## src/mic_cfg.svh

```systemverilog
`ifndef MIC_CFG_SVH
`define MIC_CFG_SVH

// ==========================================================
// register byte offsets on the apb bus
`define MIC_OFF_EDGE  8'h00
`define MIC_OFF_CTRL0 8'h04
`define MIC_OFF_CTRL1 8'h08
`define MIC_OFF_CTRL2 8'h0C
`define MIC_OFF_TMR0  8'h10
`define MIC_OFF_TMR1  8'h14
`define MIC_OFF_EELV  8'h18
`define MIC_OFF_STAT  8'h1C

// ==========================================================
// field positions and reset values
`define MIC_GIE_BIT   0
`define MIC_RISE_BIT  0
`define MIC_FALL_BIT  1
`define MIC_RST_BYTE  8'h00
`define MIC_RST_NIB   4'h0

// ==========================================================
// source counts and vector placement
`define MIC_NMAIN     8
`define MIC_NSUB      6
`define MIC_NGRP      3
`define MIC_PC_W      12
`define MIC_VEC_BASE  12'h004
`define MIC_VEC_STEP  12'h004

`endif

```

## src/mic_pkg.sv

```systemverilog
package mic_pkg;

   // ==========================================================
   // service sequencer states
   typedef enum logic [2:0] {
      st_idle = 3'b001,
      st_push = 3'b010,
      st_load = 3'b100
   } mic_state_t;

   typedef logic [2:0] mic_idx_t;

endpackage

```

## src/mic_top.sv

```systemverilog
// Chosen here: the register addresses and the APB slave port.
`timescale 1ns/1ns
`include "mic_cfg.svh"
module mic_top
   import mic_pkg::*;
(
   input  wire logic                 pclk,
   input  wire logic                 presetn,
   input  wire logic                 psel,
   input  wire logic                 penable,
   input  wire logic                 pwrite,
   input  wire logic [7:0]           paddr,
   input  wire logic [31:0]          pwdata,
   output logic      [31:0]          prdata,
   output logic                      pready,
   output logic                      pslverr,
   input  wire logic                 ext_irq_pin_a,
   input  wire logic                 ext_irq_pin_b,
   input  wire logic                 ov_event,
   input  wire logic                 oc_event,
   input  wire logic                 adc_done_event,
   input  wire logic                 tmr0_cmp_p_event,
   input  wire logic                 tmr0_cmp_a_event,
   input  wire logic                 tmr1_cmp_p_event,
   input  wire logic                 tmr1_cmp_a_event,
   input  wire logic                 low_volt_event,
   input  wire logic                 eeprom_done_event,
   input  wire logic                 stack_full,
   input  wire logic                 core_accept,
   input  wire logic                 ret_done,
   input  wire logic                 sleep_mode,
   input  wire logic [1:0]           pullup_sel,
   output logic                      stack_push,
   output logic                      pc_load,
   output logic      [`MIC_PC_W-1:0] vector_addr,
   output logic                      wake_up,
   output logic      [1:0]           pullup_en
);

   // ==========================================================
   // state
   mic_state_t              state_reg;
   mic_state_t              state_next;
   logic [`MIC_NMAIN-1:0]   main_flag_reg;
   logic [`MIC_NMAIN-1:0]   main_en_reg;
   logic [`MIC_NSUB-1:0]    sub_flag_reg;
   logic [`MIC_NSUB-1:0]    sub_en_reg;
   logic [3:0]              edge_sel_reg;
   logic                    gie_reg;
   logic                    gie_next;
   mic_idx_t                sel_reg;
   mic_idx_t                sel_idx;
   logic [1:0]              pin_s1_reg;
   logic [1:0]              pin_s2_reg;
   logic [1:0]              pin_s3_reg;
   logic [1:0]              pin_lvl_reg;

   wire  [1:0]              pin_raw;
   wire  [1:0]              pin_edge;
   wire  [1:0]              pin_en;
   wire  [`MIC_NMAIN-1:0]   main_set;
   wire  [`MIC_NMAIN-1:0]   main_wm;
   wire  [`MIC_NMAIN-1:0]   main_fwd;
   wire  [`MIC_NMAIN-1:0]   main_ewd;
   wire  [`MIC_NMAIN-1:0]   main_svc;
   wire  [`MIC_NMAIN-1:0]   main_req;
   wire  [`MIC_NSUB-1:0]    sub_evt;
   wire  [`MIC_NSUB-1:0]    sub_wm;
   wire  [`MIC_NSUB-1:0]    sub_fwd;
   wire  [`MIC_NSUB-1:0]    sub_ewd;
   wire  [`MIC_NGRP-1:0]    grp_ok;
   wire  [`MIC_NGRP-1:0]    grp_set;
   wire                     any_req;
   wire                     take;
   wire                     flag_rise;

   // ==========================================================
   // apb decode
   wire       acc      = psel & penable & pready;
   wire       wr       = acc & pwrite;
   wire       hit_edge = paddr == `MIC_OFF_EDGE;
   wire       hit_c0   = paddr == `MIC_OFF_CTRL0;
   wire       hit_c1   = paddr == `MIC_OFF_CTRL1;
   wire       hit_c2   = paddr == `MIC_OFF_CTRL2;
   wire       hit_t0   = paddr == `MIC_OFF_TMR0;
   wire       hit_t1   = paddr == `MIC_OFF_TMR1;
   wire       hit_el   = paddr == `MIC_OFF_EELV;
   wire       hit_st   = paddr == `MIC_OFF_STAT;
   wire       hit_any  = hit_edge | hit_c0 | hit_c1 | hit_c2 |
                         hit_t0 | hit_t1 | hit_el | hit_st;
   wire       wr_edge  = wr & hit_edge;
   wire       wr_c0    = wr & hit_c0;
   wire       wr_c1    = wr & hit_c1;
   wire       wr_c2    = wr & hit_c2;
   wire       wr_t0    = wr & hit_t0;
   wire       wr_t1    = wr & hit_t1;
   wire       wr_el    = wr & hit_el;
   wire       setup    = psel & ~penable;
   wire [7:0] rd_c0;
   wire [7:0] rd_c1;
   wire [7:0] rd_c2;
   wire [7:0] rd_t0;
   wire [7:0] rd_t1;
   wire [7:0] rd_el;
   wire [7:0] rd_st;
   wire [7:0] rd_mux;

   // read views; unimplemented bits are zero
   assign rd_c0 = {1'b0, main_flag_reg[0], main_flag_reg[2],
                   main_flag_reg[1], main_en_reg[0], main_en_reg[2],
                   main_en_reg[1], gie_reg};
   assign rd_c1 = {main_flag_reg[7], main_flag_reg[6:4],
                   main_en_reg[7], main_en_reg[6:4]};
   assign rd_c2 = {1'b0, main_flag_reg[3], 3'h0,
                   main_en_reg[3], 2'h0};
   assign rd_t0 = {2'h0, sub_flag_reg[1:0], 2'h0, sub_en_reg[1:0]};
   assign rd_t1 = {2'h0, sub_flag_reg[3:2], 2'h0,
                   sub_en_reg[3:2]};
   assign rd_el = {2'h0, sub_flag_reg[5:4], 2'h0,
                   sub_en_reg[5:4]};
   assign rd_st = {3'h0, ~state_reg[0], any_req, sel_idx};
   assign rd_mux = hit_edge ? {4'h0, edge_sel_reg} :
                   hit_c0   ? rd_c0 :
                   hit_c1   ? rd_c1 :
                   hit_c2   ? rd_c2 :
                   hit_t0   ? rd_t0 :
                   hit_t1   ? rd_t1 :
                   hit_el   ? rd_el :
                   hit_st   ? rd_st : 8'h00;

   // answer in the first access cycle
   always_ff @(posedge pclk or negedge presetn) begin
      if (!presetn) begin
         pready  <= 1'b0;
         pslverr <= 1'b0;
         prdata  <= 32'h0000_0000;
      end else begin
         pready  <= setup;
         pslverr <= setup & ~hit_any;
         prdata  <= setup ? {24'h00_0000, rd_mux} : 32'h0000_0000;
      end
   end

   // edge select register
   always_ff @(posedge pclk or negedge presetn) begin
      if (!presetn)
         edge_sel_reg <= `MIC_RST_NIB;
      else if (wr_edge)
         edge_sel_reg <= pwdata[3:0];
   end

   // ==========================================================
   // external pins: three-stage sync, agreed-level edge detect
   assign pin_raw = {ext_irq_pin_b, ext_irq_pin_a};
   assign pin_en  = {main_en_reg[3], main_en_reg[0]};

   generate
      for (genvar p = 0; p < 2; p++) begin : g_pin
         wire rise = pin_s2_reg[p] & pin_s3_reg[p] & ~pin_lvl_reg[p];
         wire fall = ~pin_s2_reg[p] & ~pin_s3_reg[p] & pin_lvl_reg[p];
         // code bit 0 picks rising, bit 1 falling, 00 is off
         assign pin_edge[p] = pin_en[p] &
            ((rise & edge_sel_reg[2*p+`MIC_RISE_BIT]) |
             (fall & edge_sel_reg[2*p+`MIC_FALL_BIT]));
         always_ff @(posedge pclk or negedge presetn) begin
            if (!presetn) begin
               pin_s1_reg[p]  <= 1'b0;
               pin_s2_reg[p]  <= 1'b0;
               pin_s3_reg[p]  <= 1'b0;
               pin_lvl_reg[p] <= 1'b0;
            end else begin
               pin_s1_reg[p]  <= pin_raw[p];
               pin_s2_reg[p]  <= pin_s1_reg[p];
               pin_s3_reg[p]  <= pin_s2_reg[p];
               if (pin_s2_reg[p] == pin_s3_reg[p])
                  pin_lvl_reg[p] <= pin_s3_reg[p];
            end
         end
      end
   endgenerate

   // pull-high choice passes through untouched by interrupt use
   always_ff @(posedge pclk or negedge presetn) begin
      if (!presetn)
         pullup_en <= 2'b00;
      else
         pullup_en <= pullup_sel;
   end

   // ==========================================================
   // grouped sources: timer 0, timer 1, eeprom/low-voltage
   assign sub_evt = {eeprom_done_event, low_volt_event,
                     tmr1_cmp_a_event, tmr1_cmp_p_event,
                     tmr0_cmp_a_event, tmr0_cmp_p_event};
   assign sub_wm  = {wr_el, wr_el, wr_t1, wr_t1, wr_t0, wr_t0};
   assign sub_fwd = {3{pwdata[5:4]}};
   assign sub_ewd = {3{pwdata[1:0]}};

   generate
      for (genvar s = 0; s < `MIC_NSUB; s++) begin : g_sub
         always_ff @(posedge pclk or negedge presetn) begin
            if (!presetn) begin
               sub_flag_reg[s] <= 1'b0;
               sub_en_reg[s]   <= 1'b0;
            end else begin
               // set beats a clearing write; no auto clear
               sub_flag_reg[s] <= sub_evt[s] |
                  (sub_wm[s] ? sub_fwd[s] : sub_flag_reg[s]);
               if (sub_wm[s])
                  sub_en_reg[s] <= sub_ewd[s];
            end
         end
      end
      for (genvar g = 0; g < `MIC_NGRP; g++) begin : g_grp
         assign grp_set[g] = |sub_evt[2*g+1:2*g];
         assign grp_ok[g]  = |(sub_flag_reg[2*g+1:2*g] &
                               sub_en_reg[2*g+1:2*g]);
      end
   endgenerate

   // ==========================================================
   // primary flags, index order is vector order
   assign main_set = {adc_done_event, grp_set, pin_edge[1],
                      oc_event, ov_event, pin_edge[0]};
   assign main_wm  = {wr_c1, wr_c1, wr_c1, wr_c1, wr_c2,
                      wr_c0, wr_c0, wr_c0};
   assign main_fwd = {pwdata[7], pwdata[6:4], pwdata[6],
                      pwdata[5], pwdata[4], pwdata[6]};
   assign main_ewd = {pwdata[3], pwdata[2:0], pwdata[2],
                      pwdata[2], pwdata[1], pwdata[3]};
   assign main_req = main_flag_reg & main_en_reg &
                     {1'b1, grp_ok, 4'hF};

   generate
      for (genvar m = 0; m < `MIC_NMAIN; m++) begin : g_main
         assign main_svc[m] = take & (sel_idx == mic_idx_t'(m));
         always_ff @(posedge pclk or negedge presetn) begin
            if (!presetn) begin
               main_flag_reg[m] <= 1'b0;
               main_en_reg[m]   <= 1'b0;
            end else begin
               // a new event wins over service or write clear
               main_flag_reg[m] <= main_set[m] |
                  (main_wm[m] ? main_fwd[m] :
                   main_flag_reg[m] & ~main_svc[m]);
               if (main_wm[m])
                  main_en_reg[m] <= main_ewd[m];
            end
         end
      end
   endgenerate

   // ==========================================================
   // fixed priority, lowest index first
   always_comb begin
      sel_idx = 3'h0;
      for (int i = `MIC_NMAIN - 1; i >= 0; i--) begin
         if (main_req[i])
            sel_idx = mic_idx_t'(i);
      end
   end

   assign any_req = |main_req;
   assign take    = state_reg[0] & gie_reg & any_req &
                    ~stack_full & core_accept;

   // global enable: write, cleared on take, return restores
   always_comb begin
      gie_next = gie_reg;
      if (ret_done)
         gie_next = 1'b1;
      if (take)
         gie_next = 1'b0;
      if (wr_c0)
         gie_next = pwdata[`MIC_GIE_BIT];
   end

   // sequencer: push the return address, then load vector
   always_comb begin
      state_next = state_reg;
      unique case (state_reg)
         st_idle: begin
            if (take)
               state_next = st_push;
         end
         st_push: state_next = st_load;
         st_load: state_next = st_idle;
      endcase
   end

   always_ff @(posedge pclk or negedge presetn) begin
      if (!presetn) begin
         state_reg <= st_idle;
         gie_reg   <= 1'b0;
         sel_reg   <= 3'h0;
      end else begin
         state_reg <= state_next;
         gie_reg   <= gie_next;
         if (take)
            sel_reg <= sel_idx;
      end
   end

   // core strobes and vector
   always_ff @(posedge pclk or negedge presetn) begin
      if (!presetn) begin
         stack_push  <= 1'b0;
         pc_load     <= 1'b0;
         vector_addr <= 12'h000;
      end else begin
         stack_push  <= take;
         pc_load     <= state_reg == st_push;
         if (state_reg == st_push)
            vector_addr <= `MIC_VEC_BASE +
                           12'(sel_reg) * `MIC_VEC_STEP;
      end
   end

   // ==========================================================
   // wake on a flag going low to high; enables ignored except pin enables, which gate the pin flags
   assign flag_rise = |(main_set & ~main_flag_reg) |
                      |(sub_evt & ~sub_flag_reg);

   always_ff @(posedge pclk or negedge presetn) begin
      if (!presetn)
         wake_up <= 1'b0;
      else
         wake_up <= sleep_mode & flag_rise;
   end
endmodule

```

## config.mk

```make
export PLATFORM = sky130hd
export DESIGN_NAME = mic_top
export DESIGN_NICKNAME = d
export VERILOG_FILES = /design/src/mic_pkg.sv /design/src/mic_top.sv
export VERILOG_INCLUDE_DIRS = /design/src
export SDC_FILE = /design/constraint.sdc
export NUM_CORES = 1
export LEC_CHECK = 0
export BUFFER_PORTS_ARGS = -buffer_cell sky130_fd_sc_hd__buf_2
export CAP_MARGIN = 15
export CORE_MARGIN = 2
export CORE_UTILIZATION = 55
export CTS_CLUSTER_DIAMETER = 40
export DETAILED_ROUTE_END_ITERATION = 6
export PLACE_DENSITY = 0.86
export SLEW_MARGIN = 15
export SYNTH_ARGS = -nofsm -noshare
export SYNTH_HDL_FRONTEND = slang
export SYNTH_SLANG_ARGS = --single-unit
export TNS_END_PERCENT = 5
```

## constraint.sdc

```tcl
create_clock -name pclk -period 5.36 [get_ports pclk]
set_input_delay 0.268 -clock pclk [delete_from_list [all_inputs] [get_ports pclk]]
set_output_delay 0.268 -clock pclk [all_outputs]
set_load 0.01 [all_outputs]
```

== After elaboration in Yosys (flattened, before gate mapping) ==
Index checks and enable logic that the tools add are counted.
Widths: inputs -> output; s select.
Storage, ports and cells
  register bits after elaboration: 74
  input port bits: 62
  output and inout bits: 51
  word-level logic and storage cells: 215
Operators by class
  add/subtract/negate cells: 1
  equality and inequality tests: 20
  muxes and demuxes: 36
  bitwise gates (word level): 98
  reduce and logical (&&, ||, !) cells: 12
Operators by type and width (number)
  $and 1x1->1: 47
  $eq 8x5->1 const B: 4
  $mux 8: 4
  $mux 3: 9
  $and 8x8->8: 3
  $or 1x1->1: 24
  $mux 6: 3
  $not 1->1: 18
  $mux 1: 17
  $eq 8x4->1 const B: 2
  $reduce_or 8->1: 2
  $eq 3x3->1 const B: 5
  $reduce_or 2->1: 6
  $eq 3x2->1 const B: 3
  $pmux 3 s3: 1
  $eq 8x3->1 const B: 1
  $logic_not 8->1: 1
  $not 8->8: 1
  $mux 7: 1
  $add 3x5->6 const A: 1
  $and 2x2->2: 3
  $and 6x6->6: 1
  $eq 3x1->1 const B: 2
  $not 6->6: 1
  6 further kinds: 7

== Longest topological paths before layout ==
  word-level depth: 20
  depth in mapped cells: 7
  depth with buffers taken out: 7

== Least setup slack after synthesis ==
OpenSTA, ideal clock, no wires.
  path kind: input to register
  start: input paddr[7]
  end: register main_flag_reg[7]
  library setup time: 0.124 ns
  arrival: 2.090 ns
  data required time: 5.236 ns
  slack: 3.146 ns
  stages on the path: 6
  buffers on the path: 1
  path through: or4_4 -> or4b_1 -> buf_2 -> nor3_4 -> a311oi_1 -> a211o_1
On the way
  longest elaborated chain between the ends: 4
RTL lines
  from (decl): line mic_top.sv:12  | input wire logic [7:0] paddr,
  $eq 8x4->1 (no source line)
  $and 1x1->1: line mic_top.sv:93  | wire wr_c1 = wr & hit_c1;
  $mux 1: line mic_top.sv:244  | (main_wm[m] ? main_fwd[m] :
  $or 1x1->1: line mic_top.sv:243  | main_flag_reg[m] <= main_set[m] |
  to (signal, indexed assignment): line mic_top.sv:243
  to (decl): line mic_top.sv:44  | logic [`MIC_NMAIN-1:0] main_flag_reg;
No other way between the ends.
A chain may end at the register's enable or synchronous reset.

== Worst setup path in the final report ==
  start: register sub_flag_reg[0] (netlist: rd_t0[4])
  end: register prdata[1]
On the way
  longest elaborated chain between the ends: 17
RTL lines
  from (decl): line mic_top.sv:46  | logic [`MIC_NSUB-1:0] sub_flag_reg;
  from (signal, indexed assignment): line mic_top.sv:207  | sub_flag_reg[s] <= sub_evt[s] |
  $and 2x2->2: line mic_top.sv:216  | assign grp_ok[g] = |(sub_flag_reg[2*g+1:2*g] &
  $reduce_or 2->1: line mic_top.sv:216
  $and 8x8->8: line mic_top.sv:231  | assign main_req = main_flag_reg & main_en_reg &
  $mux 3 (5 in series): line mic_top.sv:258  | if (main_req[i])
  $mux 5: line mic_top.sv:129  | hit_st ? rd_st : 8'h00;
  $mux 6: line mic_top.sv:128  | hit_el ? rd_el :
  $mux 6: line mic_top.sv:127  | hit_t1 ? rd_t1 :
  $mux 6: line mic_top.sv:126  | hit_t0 ? rd_t0 :
  $mux 7: line mic_top.sv:125  | hit_c2 ? rd_c2 :
  $mux 8: line mic_top.sv:124  | hit_c1 ? rd_c1 :
  $mux 8: line mic_top.sv:123  | hit_c0 ? rd_c0 :
  $mux 8: line mic_top.sv:122  | assign rd_mux = hit_edge ? {4'h0, edge_sel_reg} :
  $mux 8: line mic_top.sv:140  | prdata <= setup ? {24'h00_0000, rd_mux} : 32'h0000_0000;
  to (signal assigned): line mic_top.sv:140
  to (decl): line mic_top.sv:14  | output logic [31:0] prdata,
No other way between the ends.

==> metrics.md <==
| Metric | Value |
|---|---|
| Status | completed |
| Async set-or-reset flop fraction in the synthesized netlist | 100% |
| EDFF count, synth | 0 |
| DPL Wire Length | approximately 6000 um |
| Routability cong. | 0.954 |
| Rel. slew slack | 36.4% |
| Hold Buf Count CTS | 0 |
| Mapped Cells | approximately 350 |
| Comb pwr share | 19.1% |
| Static Leak | between 1.5 and 2 nW |
| Crit-path cells | a22oi_1 -> o22ai_1 -> a211oi_1 -> a41oi_1 -> a2111oi_0 |
| Count leader, synth | dfrtp_1 |
| Reg clk slew, reported paths | 0.07 ns |
| Io pins | about 110 |
| Synth top area cells | dfrtp_1 47%, buf_4 7.0%, mux2_2 5.5% |
| Count of cell types in the netlist | 56 |
| Hold path depth | 1 |
| Area of the mapped netlist | about 0.0034 mm2 |
| Slowest CP cell | a211oi_1 |
| Total die area | just under 0.007 mm2 |
| Area Overhead vs Synth | 13.0% |
| Post-synthesis sequential area ratio | a little under half |
| H-tree lvl count | 3 |
| Crit Path Class | reg -> reg |
| Worst Reg-to-Reg Cells | 5 |
| Worst-Skew Late Latency | approximately 0.36 ns |
| Tmin final | between 2 and 3 ns |
| Max Clk Rate | 387 MHz |
| Crit path capture | prdata[1]$_DFF_PN0_ |
| Initial antenna violation count | 0 |
| Crit-path max FO | 5 |
| Worst Tran Pin Value | 0.950 ns |
| FF-to-FF setup slack | between 2 and 3 ns |
| Placement Rows | 28 |
| Routed vias | 2,820 |
| Routed WL | 8100 um |
| Unrepaired setup endpoints after global routing | false |
| Total core area | roughly 0.0060 mm2 |
| WL/cell | roughly 17 um |
| Fin crit share | 48.2% |
| MaxCap Viol Count | 0 |
| Initial core utilization | approximately 58% |
| Syn. warnings | 0 |
| # diodes | 0 |
| Setup violators final | 0 |
| Clock sinks | 66 |
| CP Launch Type | register |
| Reg2reg start | rd_t0[4]$_DFF_PN0_ |
| Switching Share | between 30 and 40% |
| Hold violation count in the final report | 0 |
| Power per cell area | ~340 mW/mm2 |
| Chip Width | around 83 um |
| Detail Route Antenna Nets | 0 |
| Iter 0 DRT Violations | roughly 320 |
| Worst min path class | in -> reg |
| Area after DPL | 0.00367 mm2 |
| DR DRC count | 0 |
| Final Skew | between 0.008 and 0.009 ns |
| Total global-route track usage | roughly a quarter |
| Worst EP arrival | ~2.8 ns |
| Internal power | a little over 900 uW |
| Critical Path RT | 5.55 ns |
| Port Buffers | 56 |
| CP max stage delay | 0.78 ns |
| Vias/cell | between 5 and 6 |
| Yosys top cell area share | between 40% and 50% |
| Syn Area/Cell | ~10 um2 |
| Share of power burned in registers | roughly 45% |
| Yosys reg bits | 66 |
| CTS tree | done |
| Cell taking the most area after synthesis | dfrtp_1 |
| Die H | between 80 and 90 um |
| Number of global-route vias before repair | around 2,600 |
| Gates resized, CTS repair | 0 |
| Share of cells above drive strength 1 | between 20% and 30% |
| 1st-pass router iterations | 5 |
| Max Buffers Root-to-Sink | 2 |
| Post-synth top cells | 65 x dfrtp_1, 40 x nand2_1, 32 x buf_4, 26 x nor2_1, 22 x inv_1 |
| Gr ovfl total | 0 |
| R2r endpoint | prdata[1]$_DFF_PN0_ |
| Final Instance Area | 0.00390 mm2 |
| Net Sw Power | approximately 400 uW |
| VDD IR-drop max | approximately 0.22 mV |
| Clock power share | 35.6% |
| Seq. cell area | 0.00165 mm2 |
| Area of the multi-input gates | 0.00155 mm2 |
| FILL cells | roughly 480 |
| Clock tree root driver cell | clkbuf_8 |
| Postcts setup bufs | 0 |
| First-pass GRT wire length | between 10,000 and 15,000 um |
| Setup crit end kind | register |
| Final nets | 470 |
| Num CTS Buffers | 9 |
| Prevailing post-synth register cell | dfrtp_1 |
| Crit. Startpoint | rd_t0[4]$_DFF_PN0_ |
| Largest net degree at the start of global routing | between 60 and 70 |
| Max Slew Vio Count | 0 |
| Setup TNS | 0 ns |
-- cell type report --
type | instances | share of cell area (%)
Inverter | 22 | 2.12
Tap cell | 75 | 2.41
Sequential cell | 66 | 42.4
Multi-Input combinational cell | 247 | 39.9
Timing Repair Buffer | 57 | 7.38
Clock inverter | 6 | 2.31
Clock buffer | 10 | 3.53
-- through the flow --
step                      hold WS, ns  power (mW)  cells  utilization, %  worst slack, ns
after global routing          0.00634        1.40    483            65.1             2.70
after CTS                      0.0111        1.34    483            65.1             2.83
after floorplan               -0.0276       0.784    376               -             3.15
after global placement          0.332       0.852    467            61.3             2.70
after detailed placement        0.336       0.866    467            61.3             2.68
final                          0.0127        1.33    483            65.1             2.78
-- worst max-delay path: cells and delay by family, from the launching register on --
| family | cells | cell delay (ns) |
|---|---|---|
| AOI/OAI and AO/OA | 5 | 1.99 |
| DFF | 1 | 0.43 |
-- per-layer routing --
metal / track usage (%) / up-vias / part of all wire [%]
met5: 0 / - / 0
met4: 10.4 / 0 / 2.5
met3: 4.57 / 17 / 7.0
met2: 36.1 / 136 / 46
met1: 35.6 / 1370 / 45
li1: - / 1297 / -
-- power by group through the flow --
stage	logic [mW]	registers, mW	clock network, mW
final	0.255	0.604	0.474
after global routing	0.281	0.613	0.504
after CTS	0.255	0.604	0.477
after detailed placement	0.253	0.613	0
after global placement	0.244	0.608	0
after floorplan	0.176	0.607	0
-- cell usage in the layout, fill, tap and decap left out, types with 3 or more instances in the layout --
cell      count
a22oi_1       6
mux2_2       17
a211o_1       6
a22o_1        6
conb_1       32
nor2_1       26
ha_1          5
o211ai_1      3
a21oi_1       8
mux2i_1       9
o31ai_1       5
nand3_1       7
a211oi_1      5
nand2b_1      4
nand4_1       4
clkbuf_8     10
nor3_1        3
nor4_1        4
o22ai_1       4
o21ai_0      17
dfrtp_1      65
buf_2        56
inv_1        22
nand2_1      40
-- cells by family (layout without fill, tap and decap cells) --
kind of cell	count (synthesis)	count (layout)	synth area share [%]
xor+xnor	2	2	0.508
other cells	1	32	0.109
fa+ha+maj	5	5	1.81
buf+inv	63	95	10.4
simple gates	107	107	15.3
flops	66	66	47.9
mux	27	27	8.81
compound gates	74	74	15.1
-- how the worst min path moves through the flow --
stage,end,slack [ns],startpoint
after floorplan,edge_sel_reg[0]$_DFFE_PN0P_,-0.03,presetn
after global placement,pin_s2_reg[1]$_DFF_PN0_,0.33,pin_s1_reg[1]$_DFF_PN0_
after detailed placement,pin_s2_reg[1]$_DFF_PN0_,0.34,pin_s1_reg[1]$_DFF_PN0_
after CTS,pin_s1_reg[1]$_DFF_PN0_,0.01,ext_irq_pin_b
after global routing,pin_s1_reg[0]$_DFF_PN0_,0.006,ext_irq_pin_a
final,pin_s1_reg[1]$_DFF_PN0_,0.01,ext_irq_pin_b
Note: power is estimated with default switching activity, not from simulation.
